==> src/inc/rpi_pkg.sv <==
// package for the raster processor plane interface
// assumes a 24-bit word address from the raster processor, four planes
package rpi_pkg;
  // ======================================================================
  // address map
  localparam int ADDR_W = 24;
  localparam int NUM_PLANES = 4;
  localparam int WORD_W = 16;
  localparam logic [23:0] ROM_BASE = 24'h00_0000;
  localparam logic [23:0] ROM_LAST = 24'h3F_FFFF;
  localparam logic [23:0] PLANE_BASE = 24'h40_0000;
  localparam logic [23:0] PLANE_LAST = 24'h43_FFFF;
  localparam int PLANE_SEL_LSB = 16;
  localparam logic [23:0] CTRL_REG_ADDR = 24'h80_0001;
  localparam logic [23:0] PIX_LOAD_ADDR = 24'h80_0002;
  localparam logic [23:0] PIX_OUT_ADDR = 24'h80_0004;
  localparam logic [23:0] FSEL_BASE = 24'hA0_0000;
  localparam logic [23:0] FSEL_ALL_ADDR = 24'hA0_000F;
  localparam logic [23:0] UART_BASE = 24'hC0_0000;
  localparam logic [23:0] UART_LAST = 24'hDF_FFFF;
  localparam logic [23:0] PCTL_BASE = 24'hE0_0000;
  // ======================================================================
  // memory timing at 20 MHz, period 50 ns
  localparam int CLK_NS = 50;
  localparam int RAS_LOW_NS = 120;
  localparam int RAS_PRE_NS = 90;
  localparam int CAS_LOW_NS = 60;
  localparam logic [2:0] RAS_LOW_CYC = 3'((RAS_LOW_NS + CLK_NS - 1) / CLK_NS);
  localparam logic [2:0] RAS_PRE_CYC = 3'((RAS_PRE_NS + CLK_NS - 1) / CLK_NS);
  localparam logic [2:0] CAS_LOW_CYC = 3'((CAS_LOW_NS + CLK_NS - 1) / CLK_NS);
  localparam logic [3:0] PLANE_EN_RST = 4'h0;

  // decoded chip selects
  typedef struct packed {
    logic rom_en;
    logic [3:0] plane_hit;
    logic ctrl_reg_load_strobe;
    logic pix_load;
    logic pix_out;
    logic [3:0] func_select_load_strobe;
    logic uart_en;
    logic pctl_load;
  } rpi_sel_t;

  // request from the raster processor
  typedef struct packed {
    logic [23:0] addr;
    logic wr;
    logic drawing;
    logic src_read;
  } rpi_req_t;
endpackage : rpi_pkg

==> src/rtl/rpi_decoder.sv <==
// address decoder: makes chip selects from the processor address
// assumes addr is stable while io_en is high
`timescale 1ns/1ps
module rpi_decoder (
  input wire logic [23:0] addr_i,
  input wire logic io_en_i,
  output rpi_pkg::rpi_sel_t sel_o
);
  import rpi_pkg::*;
  // ======================================================================
  // combinational decode; every select but plane_hit is timed by the linear access strobe
  always_comb begin
    sel_o = '0;
    sel_o.rom_en = (addr_i <= ROM_LAST);
    if (addr_i >= PLANE_BASE && addr_i <= PLANE_LAST) begin
      sel_o.plane_hit[addr_i[PLANE_SEL_LSB+1:PLANE_SEL_LSB]] = 1'b1;
    end
    sel_o.ctrl_reg_load_strobe = io_en_i && (addr_i == CTRL_REG_ADDR);
    sel_o.pix_load = io_en_i && (addr_i == PIX_LOAD_ADDR);
    sel_o.pix_out = io_en_i && (addr_i == PIX_OUT_ADDR);
    // each low bit picks a plane, so 0xF loads all four together
    if (io_en_i && addr_i[23:4] == FSEL_BASE[23:4] && addr_i[3:0] != 4'h0) begin
      sel_o.func_select_load_strobe = addr_i[3:0];
    end
    sel_o.uart_en = io_en_i && addr_i >= UART_BASE && addr_i <= UART_LAST;
    sel_o.pctl_load = io_en_i && addr_i >= PCTL_BASE;
    sel_o.rom_en = sel_o.rom_en && io_en_i;
  end
endmodule : rpi_decoder

==> src/rtl/rpi_plane_interface.sv <==
// raster processor to plane memory glue: bus sequencer, plane controller, decoder
// assumes the processor holds its request until ready is returned
`timescale 1ns/1ps
module rpi_plane_interface (
  input wire logic sys_clk_i,
  input wire logic sys_rst_i,
  input wire rpi_pkg::rpi_req_t req_i,
  input wire logic req_valid_i,
  input wire logic [15:0] cpu_data_i,
  input wire logic [3:0] src_plane_i,
  output logic ready_o,
  output logic ras_n_o,
  output logic row_col_o,
  output logic [3:0] cas_n_o,
  output logic wr_n_o,
  output logic oe_n_o,
  output logic xcv_dir_in_o,
  output logic xcv_en_n_o,
  output logic [3:0] plane_xcv_en_n_o,
  output logic io_en_o,
  output rpi_pkg::rpi_sel_t sel_o,
  output logic [3:0] plane_en_o
);
  import rpi_pkg::*;

  typedef enum logic [4:0] {
    S_IDLE = 5'b0_0001,
    S_RAS = 5'b0_0010,
    S_CAS = 5'b0_0100,
    S_PRE = 5'b0_1000,
    S_IO = 5'b1_0000
  } rpi_state_t;

  rpi_state_t state_ff;
  rpi_state_t nxt_state;
  logic [2:0] cnt_ff;
  logic [2:0] nxt_cnt;
  rpi_req_t req_ff;
  rpi_req_t req_cur;
  logic [3:0] plane_en_ff;
  rpi_sel_t sel_now;
  logic is_mem;
  logic io_en;

  function automatic logic cnt_done(input logic [2:0] c);
    cnt_done = (c <= 3'd1);
  endfunction : cnt_done

  // ======================================================================
  // bus sequencer: plane memory gets ras/cas, everything else a linear strobe
  assign is_mem = (req_i.addr >= PLANE_BASE && req_i.addr <= PLANE_LAST) || req_i.drawing;
  always_comb begin
    nxt_state = state_ff;
    nxt_cnt = cnt_ff;
    case (state_ff)
      S_IDLE: begin
        if (req_valid_i) begin
          nxt_state = is_mem ? S_RAS : S_IO;
          nxt_cnt = RAS_LOW_CYC - CAS_LOW_CYC;
        end
      end
      S_RAS: begin
        if (cnt_done(cnt_ff)) begin
          nxt_state = S_CAS;
          nxt_cnt = CAS_LOW_CYC;
        end else begin
          nxt_cnt = cnt_ff - 3'd1;
        end
      end
      S_CAS: begin
        if (cnt_done(cnt_ff)) begin
          nxt_state = S_PRE;
          nxt_cnt = RAS_PRE_CYC;
        end else begin
          nxt_cnt = cnt_ff - 3'd1;
        end
      end
      S_PRE: begin
        if (cnt_done(cnt_ff)) begin
          nxt_state = S_IDLE;
        end else begin
          nxt_cnt = cnt_ff - 3'd1;
        end
      end
      S_IO: nxt_state = S_IDLE;
      default: nxt_state = S_IDLE;
    endcase
  end

  // state and counter
  always_ff @(posedge sys_clk_i) begin
    if (sys_rst_i) begin
      state_ff <= S_IDLE;
      cnt_ff <= 3'd0;
    end else begin
      state_ff <= nxt_state;
      cnt_ff <= nxt_cnt;
    end
  end

  // request captured as it is taken, so decode stays stable during the access
  always_ff @(posedge sys_clk_i) begin
    if (sys_rst_i) begin
      req_ff <= '0;
    end else if (state_ff == S_IDLE && req_valid_i) begin
      req_ff <= req_i;
    end
  end

  // ======================================================================
  // at the take edge req_ff still holds the previous request, so the one-cycle
  // linear strobes are decoded from the incoming request instead
  assign req_cur = (state_ff == S_IDLE) ? req_i : req_ff;

  // strobes from state; registered for clean edges on the memory pins
  always_ff @(posedge sys_clk_i) begin
    if (sys_rst_i) begin
      ras_n_o <= 1'b1;
      row_col_o <= 1'b0;
      cas_n_o <= 4'hF;
      wr_n_o <= 1'b1;
      oe_n_o <= 1'b1;
      xcv_dir_in_o <= 1'b0;
      xcv_en_n_o <= 1'b1;
      plane_xcv_en_n_o <= 4'hF;
    end else begin
      ras_n_o <= !(nxt_state == S_RAS || nxt_state == S_CAS);
      row_col_o <= (nxt_state == S_CAS);
      cas_n_o <= (nxt_state == S_CAS) ? ~plane_mask(req_ff) : 4'hF;
      wr_n_o <= !((nxt_state == S_CAS || nxt_state == S_IO) && req_cur.wr);
      oe_n_o <= !((nxt_state == S_CAS || nxt_state == S_IO) && !req_cur.wr);
      // drawing data never reaches the processor bus: cut the transceiver
      xcv_en_n_o <= !((nxt_state == S_CAS || nxt_state == S_IO) && !req_cur.drawing);
      xcv_dir_in_o <= !req_cur.wr;
      // source plane drives the common bus only on an interplane source read
      plane_xcv_en_n_o <= (nxt_state == S_CAS && req_ff.drawing && req_ff.src_read) ?
        ~src_plane_i : 4'hF;
    end
  end

  // planes taking part: linear access hits one plane, drawing uses the latch, a source read uses src_plane_i
  function automatic logic [3:0] plane_mask(input rpi_req_t r);
    logic [3:0] m;
    m = 4'h0;
    if (r.drawing) begin
      m = plane_en_ff;
      if (r.src_read) begin
        m = src_plane_i;
      end
    end else begin
      m[r.addr[PLANE_SEL_LSB+1:PLANE_SEL_LSB]] = 1'b1;
    end
    plane_mask = m;
  endfunction : plane_mask

  assign io_en = (state_ff == S_IO);
  assign io_en_o = io_en;
  assign ready_o = (state_ff == S_IO) || (state_ff == S_PRE && cnt_done(cnt_ff));

  // ======================================================================
  // decoder and plane select latch
  rpi_decoder u_dec (
    .addr_i(req_ff.addr),
    .io_en_i(io_en),
    .sel_o(sel_now)
  );
  assign sel_o = sel_now;

  // the control and pixel port strobes go to the manipulators, which do the
  // bit capture and replication themselves
  always_ff @(posedge sys_clk_i) begin
    if (sys_rst_i) begin
      plane_en_ff <= PLANE_EN_RST;
    end else if (sel_now.pctl_load && req_ff.wr) begin
      plane_en_ff <= cpu_data_i[3:0];
    end
  end
  assign plane_en_o = plane_en_ff;
endmodule : rpi_plane_interface

==> config.mk <==
export PLATFORM = sky130hd
export DESIGN_NAME = rpi_plane_interface
export DESIGN_NICKNAME = d
export VERILOG_FILES = /design/src/inc/rpi_pkg.sv /design/src/rtl/rpi_decoder.sv /design/src/rtl/rpi_plane_interface.sv
export SDC_FILE = /design/constraint.sdc
export NUM_CORES = 1
export LEC_CHECK = 0
export BUFFER_PORTS_ARGS = -buffer_cell sky130_fd_sc_hd__buf_4
export CAP_MARGIN = 15
export CORE_ASPECT_RATIO = 1.2
export CORE_MARGIN = 2
export CORE_UTILIZATION = 46
export CTS_BUF_LIST = sky130_fd_sc_hd__clkbuf_4 sky130_fd_sc_hd__clkbuf_8
export CTS_CLUSTER_DIAMETER = 50
export DETAILED_ROUTE_END_ITERATION = 16
export PLACE_DENSITY = 0.76
export SYNTH_ARGS = -nofsm -noshare
export SYNTH_HDL_FRONTEND = slang
export SYNTH_SLANG_ARGS = --single-unit
==> constraint.sdc <==
create_clock -name sys_clk_i -period 1.95 [get_ports sys_clk_i]
set_input_delay 0.39 -clock sys_clk_i [delete_from_list [all_inputs] [get_ports sys_clk_i]]
set_output_delay 0.39 -clock sys_clk_i [all_outputs]
set_load 0.02 [all_outputs]
==> flow_summary.ini, run 1 <==
[status]
status = complete, but fails checks
violations = setup timing

[drt]
antenna_left = 0
firstDrtPassIters = 4
vias = 2320
drtIter0Drc = 161
wl_mm = 6.25
via_per_inst = 5.32
drc_errors = 0
wl_per_cell_um = 14.3

[cts]
root_buffer = clkbuf_8
cts_tree = built
numCtsBuffers = 5
holdBufCountCts = 0
cts_sinks = 53
clockBufferDepth = 2
clk_pin_slew_worst_paths_ns = 0.11
cts_htree_levels = 2
insertion_delay_ns = 0.32

[die]
die_area_um2 = 5660
ios = 84
initial_utilization_pct = 47.6
rows = 28
die_y_um = 82.0
core-area_um2 = 4900
die_w_um = 69.0

[global_routing]
grtUsageTotal_pct = 20.6
grt_pass1_vias = 2049
grt_overflow = 0
grt_max_degree = 44
grt_pass1_wl_mm = 9.47
antenna_found_initial = 0

[timing]
skew_ns = 0.0114
min_period_ns = 2.22
fin_ws_ns = -0.271
max_freq_ghz = 0.450
drv_slew = 0
tightest_slew_ns = 0.469
hold_viol_final = 0
relSlewSlack_pct = 68.8
rsz0062_at_grt = true
period_share_pct = 114
final-setup-viol-count = 9

[critical_path]
cp_max_fo = 4
reg2reg_slack_ns = 0.01
cp-end-kind = output port
path_class = reg2out
crit_arrival_ns = 1.83
start_kind = flip-flop
cp.required_ns = 1.56
r2r-start = state_ff[3]
rr_worst_depth = 7
reg2reg_to = req_ff[25]

[logic_synthesis]
synth_flop_cell = dfxtp_1
synth_top_area_cell = dfxtp_1
avgSynthCellArea_um2 = 8.19
synth.distinct_cells = 41
synthTopCellsByCount = nand2_1 (65), dfxtp_1 (53), a21oi_1 (33)
synthesis.nets = 337
ys_ff_latch = 53
synth_area_leaders = dfxtp_1 (45%), nand2_1 (10%), a21oi_1 (7.1%)
yosys.area.top_type_share_pct = 45.4
syn_area_um2 = 2330
synth-seq-area-share_pct = 45.4
synthCells = 285
async_flop_share_pct = 0
synth.most_common_cell = nand2_1
ys.warnings.count = 0
synth_edf_count = 0

[power_and_ir_drop]
p_leak_nw = 1.42
powerDensity_nw_per_um2 = 710
ir_drop_mv = 0.401

[layout]
drive_above_1_share_pct = 38.3
finalNonFillerCells = 436
num-nets-final = 427
syn2layout_area_growth_pct = 43.2
diodes = 0

[placed_design]
place_congestion = 0.840
place_worst_setup_slack_ns = -0.0244
detailed_place_hpwl_mm = 4.05
place_inst = 416
port_buffers = 71

[worst_hold_path]
min_to = plane_xcv_en_n_o[0]
hold_class = in2reg
min-delay-start = src_plane_i[0]
hold-path-cell-count = 2

[job]
cap_viol_max_count = 0
## per-stage QoR
stage          utilization (%)  total power (W)  cell area, µm²  hold slack (ns)  setup TNS [ns]
2_1_floorplan                -          0.00147            2330            0.436               0
3_3_place_gp              60.5          0.00162            2970            0.443               0
3_5_place_dp              60.5          0.00163            2970            0.447         -0.0267
4_1_cts                   65.3          0.00231            3200            0.281           -1.50
5_1_grt                   68.2          0.00248            3340            0.288           -3.16
6_report                  68.2          0.00237            3340            0.278           -1.82
## layout by cell type, fill, tap and decap left out, types with 2 or more instances in the layout
master and n:
a21oi_1 32, a21oi_2 4, and2_1 2, and2_4 6
and3b_1 3, buf_4 85, buf_6 13, clkbuf_8 5
clkinvlp_4 2, dfxtp_1 45, dfxtp_2 7, inv_1 5
mux2i_1 10, nand2_1 64, nand2_2 2, nand2b_1 3
nand3_1 5, nand4_1 6, nor2_1 26, nor2b_1 2
nor3_2 2, nor3b_2 2, nor4_4 2, nor4b_1 3
o211ai_1 3, o21ai_0 6, o32ai_1 2
## worst max path at each step
stage | start | to | slack, ns | depth (start not counted)
global placement | req_ff[15] | sel_o[4] | 0.04 | 6
global route | req_ff[18] | sel_o[6] | -0.37 | 6
finish | req_ff[18] | sel_o[4] | -0.27 | 6
detailed placement | req_ff[15] | sel_o[2] | -0.02 | 6
floorplan | cnt_ff[0] | ready_o | 0.04 | 5
CTS | req_ff[11] | sel_o[6] | -0.23 | 6
## critical path: stages, from the launching register on
cell and delay [ns]:
dfxtp_2 0.35, nor4_4 0.28, nand3_1 0.12, nor3_2 0.26, and3_4 0.26, and2_4 0.15, buf_6 0.11
## layout make-up
cell class	count	area [µm²]
clock buffers	5	68.8
well taps	60	75.1
fillers	430	1560
repair buffers	99	800
flip-flops and latches	53	1070
clock inverters	3	26.3
inverters	6	22.5
multi-input cells	210	1280
## per-layer routing
layer  routed length, µm  GRT usage, %  vias to the layer above
met1                2630          25.0                     1081
met4                 104          6.67                        0
met2                3170          36.6                       79
li1                    -             -                     1150
met3                 348          4.42                       10
met5                   0             0                        -
## flip-flops by register name (all words and copies together) (netlist names)
register	cells
xcv_en_n_o	1
cas_n_o	4
req_ff	27
row_col_o	1
ras_n_o	1
cnt_ff	3
oe_n_o	1
plane_en_o	4
state_ff	5
plane_xcv_en_n_o	4
xcv_dir_in_o	1
wr_n_o	1
## power breakdown
part	switching [W]	total (W)	leakage [nW]	internal, W
clock	0.000394	0.000656	0.0423	0.000262
combinational	0.000260	0.000516	0.947	0.000256
sequential	0.0000578	0.00120	0.436	0.00114
## repair_timing
action,4_1_cts,5_1_grt
buffers inserted,4,6
setup endpoints to repair,12,54
pin swaps,9,13
resized for setup,26,30
cloned,0,2
## cell families after synthesis
logic type / after synthesis / share of synthesized area [%]
AOI/OAI and AO/OA: 55 / 14.0
xor gates and xnor gates: 1 / 0.375
adders and majority gates: 2 / 1.07
buffers and inverters: 22 / 5.04
DFF: 53 / 45.4
muxes: 11 / 4.77
and+or+nand+nor: 141 / 29.3
(Power assumes the default switching activity.)
==> run 2: changes to the inputs <==
Settings changed: ABC_AREA set to 1.
==> flow_summary.ini, run 2 <==
[timing]
tightest_slew_ns = 0.332
rsz0062_at_grt = true
max_freq_ghz = 0.508
relSlewSlack_pct = 77.9
min_period_ns = 1.97
drv_slew = 0
fin_ws_ns = -0.0186
skew_ns = 0.0137
final-setup-viol-count = 6
hold_viol_final = 0
tns_ns = -0.0637
hold_ws_ns = 0.258
period_share_pct = 101

[drt]
antenna_left = 0
wl_mm = 5.64
via_per_inst = 4.93
drc_errors = 0
vias = 2312
drtIter0Drc = 117
firstDrtPassIters = 4
wl_per_cell_um = 12.0

[logic_synthesis]
synth-seq-area-share_pct = 44.9
synthesis.nets = 380
ys.warnings.count = 0
synth_top_area_cell = dfxtp_1
synth.most_common_cell = nand2_1
synth_flop_cell = dfxtp_1
synth_edf_count = 0
async_flop_share_pct = 0
ys_ff_latch = 53
synthTopCellsByCount = nand2_1 (54), dfxtp_1 (53), nor2_1 (44)
synth_area_leaders = dfxtp_1 (45%), nand2_1 (8.6%), a21oi_1 (8.0%)
syn_area_um2 = 2360
yosys.area.top_type_share_pct = 44.9
avgSynthCellArea_um2 = 7.21
synthCells = 328
synth.distinct_cells = 27

[cts]
numCtsBuffers = 5
cts_sinks = 53
cts_tree = built
insertion_delay_ns = 0.32
clockBufferDepth = 2
clk_pin_slew_worst_paths_ns = 0.11
cts_htree_levels = 2
root_buffer = clkbuf_8

[status]
status = complete, but fails checks
violations = setup timing

[worst_hold_path]
hold_class = in2reg

[critical_path]
cp_max_fo = 5
critical_path.top_delay_family = simple AND/OR/NAND/NOR gates
slowest_delay_ns = 0.38
crit_arrival_ns = 1.58
path_buf_inv = 2
path_class = reg2out
start_kind = flip-flop
cpMaxStageDelayCell = dfxtp_4
cp-end-kind = output port
path_cells = nor2_4 > nand3_2 > inv_2 > nand3_4 > nand3b_1 > nor2_1 > buf_4
cp.required_ns = 1.56

[global_routing]
grt_pass1_vias = 2072
grt_max_degree = 40
grt_pass1_wl_mm = 8.95
antenna_found_initial = 0
grt_overflow = 0
grtUsageTotal_pct = 19.3

[layout]
diodes = 0
drive_above_1_share_pct = 30.6
top_register = req_ff
post-route-util_pct = 64.2
final_common_cell = buf_4
syn2layout_area_growth_pct = 34.1
final_cell_mix = buf_4 (82), nand2_1 (52), dfxtp_1 (49)
num-nets-final = 460
largest_reg_flops = 27
largestRegisters = req_ff x27, state_ff x5
finalNonFillerCells = 469

[placed_design]
detailed_place_hpwl_mm = 4.17
port_buffers = 71
place_worst_setup_slack_ns = 0.177
place_congestion = 0.826
place_inst = 454

[die]
ios = 84
die_area_um2 = 5730
rows = 28
die_w_um = 69.4
core-area_um2 = 4940
initial_utilization_pct = 47.8
die_y_um = 82.5

[power_and_ir_drop]
p_leak_nw = 1.41
powerDensity_nw_per_um2 = 723
ir_drop_mv = 0.425

[job]
cap_viol_max_count = 0
[run 2: changes by cell type in the layout (fill, tap and decap cells not counted), moves of 6 or more]
cell,change
mux2i_1,-10
nand3_1,+12
a21oi_1,+6
nor2_1,+13
buf_6,-12
nand2_1,-12
and2_4,-6
o21ai_0,+25
inv_1,+37
[run 2: metrics by stage]
step | instance area [µm²] | power (W)
2_1_floorplan | 2360 | 0.00153
3_5_place_dp | 2940 | 0.00167
4_1_cts | 3110 | 0.00228
3_3_place_gp | 2940 | 0.00165
5_1_grt | 3170 | 0.00242
6_report | 3170 | 0.00229
[run 2: kinds of logic after synthesis]
group | share of synthesized area, %
adder cells (fa/ha/maj) | 1.06
flip-flops | 44.9
AO/OA/AOI/OAI | 17.3
XOR/XNOR | 0.371
buffers and inverters | 10.3
AND/OR/NAND/NOR | 26.2
[run 2: worst reg2reg max path, cell delays in order (launching register included)]
cell	delay, ns
dfxtp_1	0.36
inv_1	0.08
ha_1	0.20
o21ai_1	0.27
nand3_1	0.19
nand2_1	0.16
nand2_2	0.09
inv_4	0.11
nand3_1	0.08
[run 2: where the power goes]
part           leakage [nW]  internal, W  switching [W]
combinational         0.929     0.000184       0.000281
sequential            0.436      0.00116      0.0000528
clock                0.0439     0.000249       0.000372
total                  1.41      0.00159       0.000706
[run 2: metal layers]
metal | GRT usage, % | wire, µm
met5 | 0 | 0
met4 | 4.12 | 57
met3 | 3.88 | 287
met2 | 36.6 | 2780
met1 | 22.6 | 2510
[run 2: path summary, 6_finish.rpt]
path | from | end | slack, ns | depth (start not counted)
max reg2reg | cnt_ff[1] | plane_xcv_en_n_o[0] | 0.32 | 8
min reg2reg | req_ff[17] | req_ff[17] | 0.46 | 2
max | state_ff[3] | sel_o[2] | -0.02 | 7
min | src_plane_i[3] | plane_xcv_en_n_o[3] | 0.26 | 2
[run 2: layout make-up]
type	count	area [µm²]
inverters	46	175
flip-flops and latches	53	1070
clock inverters	3	17.5
repair buffers	83	627
fillers	440	1770
well taps	60	75.1
clock buffers	5	68.8
multi-input cells	219	1140
[run 2: repair_timing]
action,4_1_cts,5_1_grt
hold buffers,0,0
gates resized for setup,13,13
pin swaps,5,6
buffers inserted,6,1
endpoints found under the setup margin,7,16
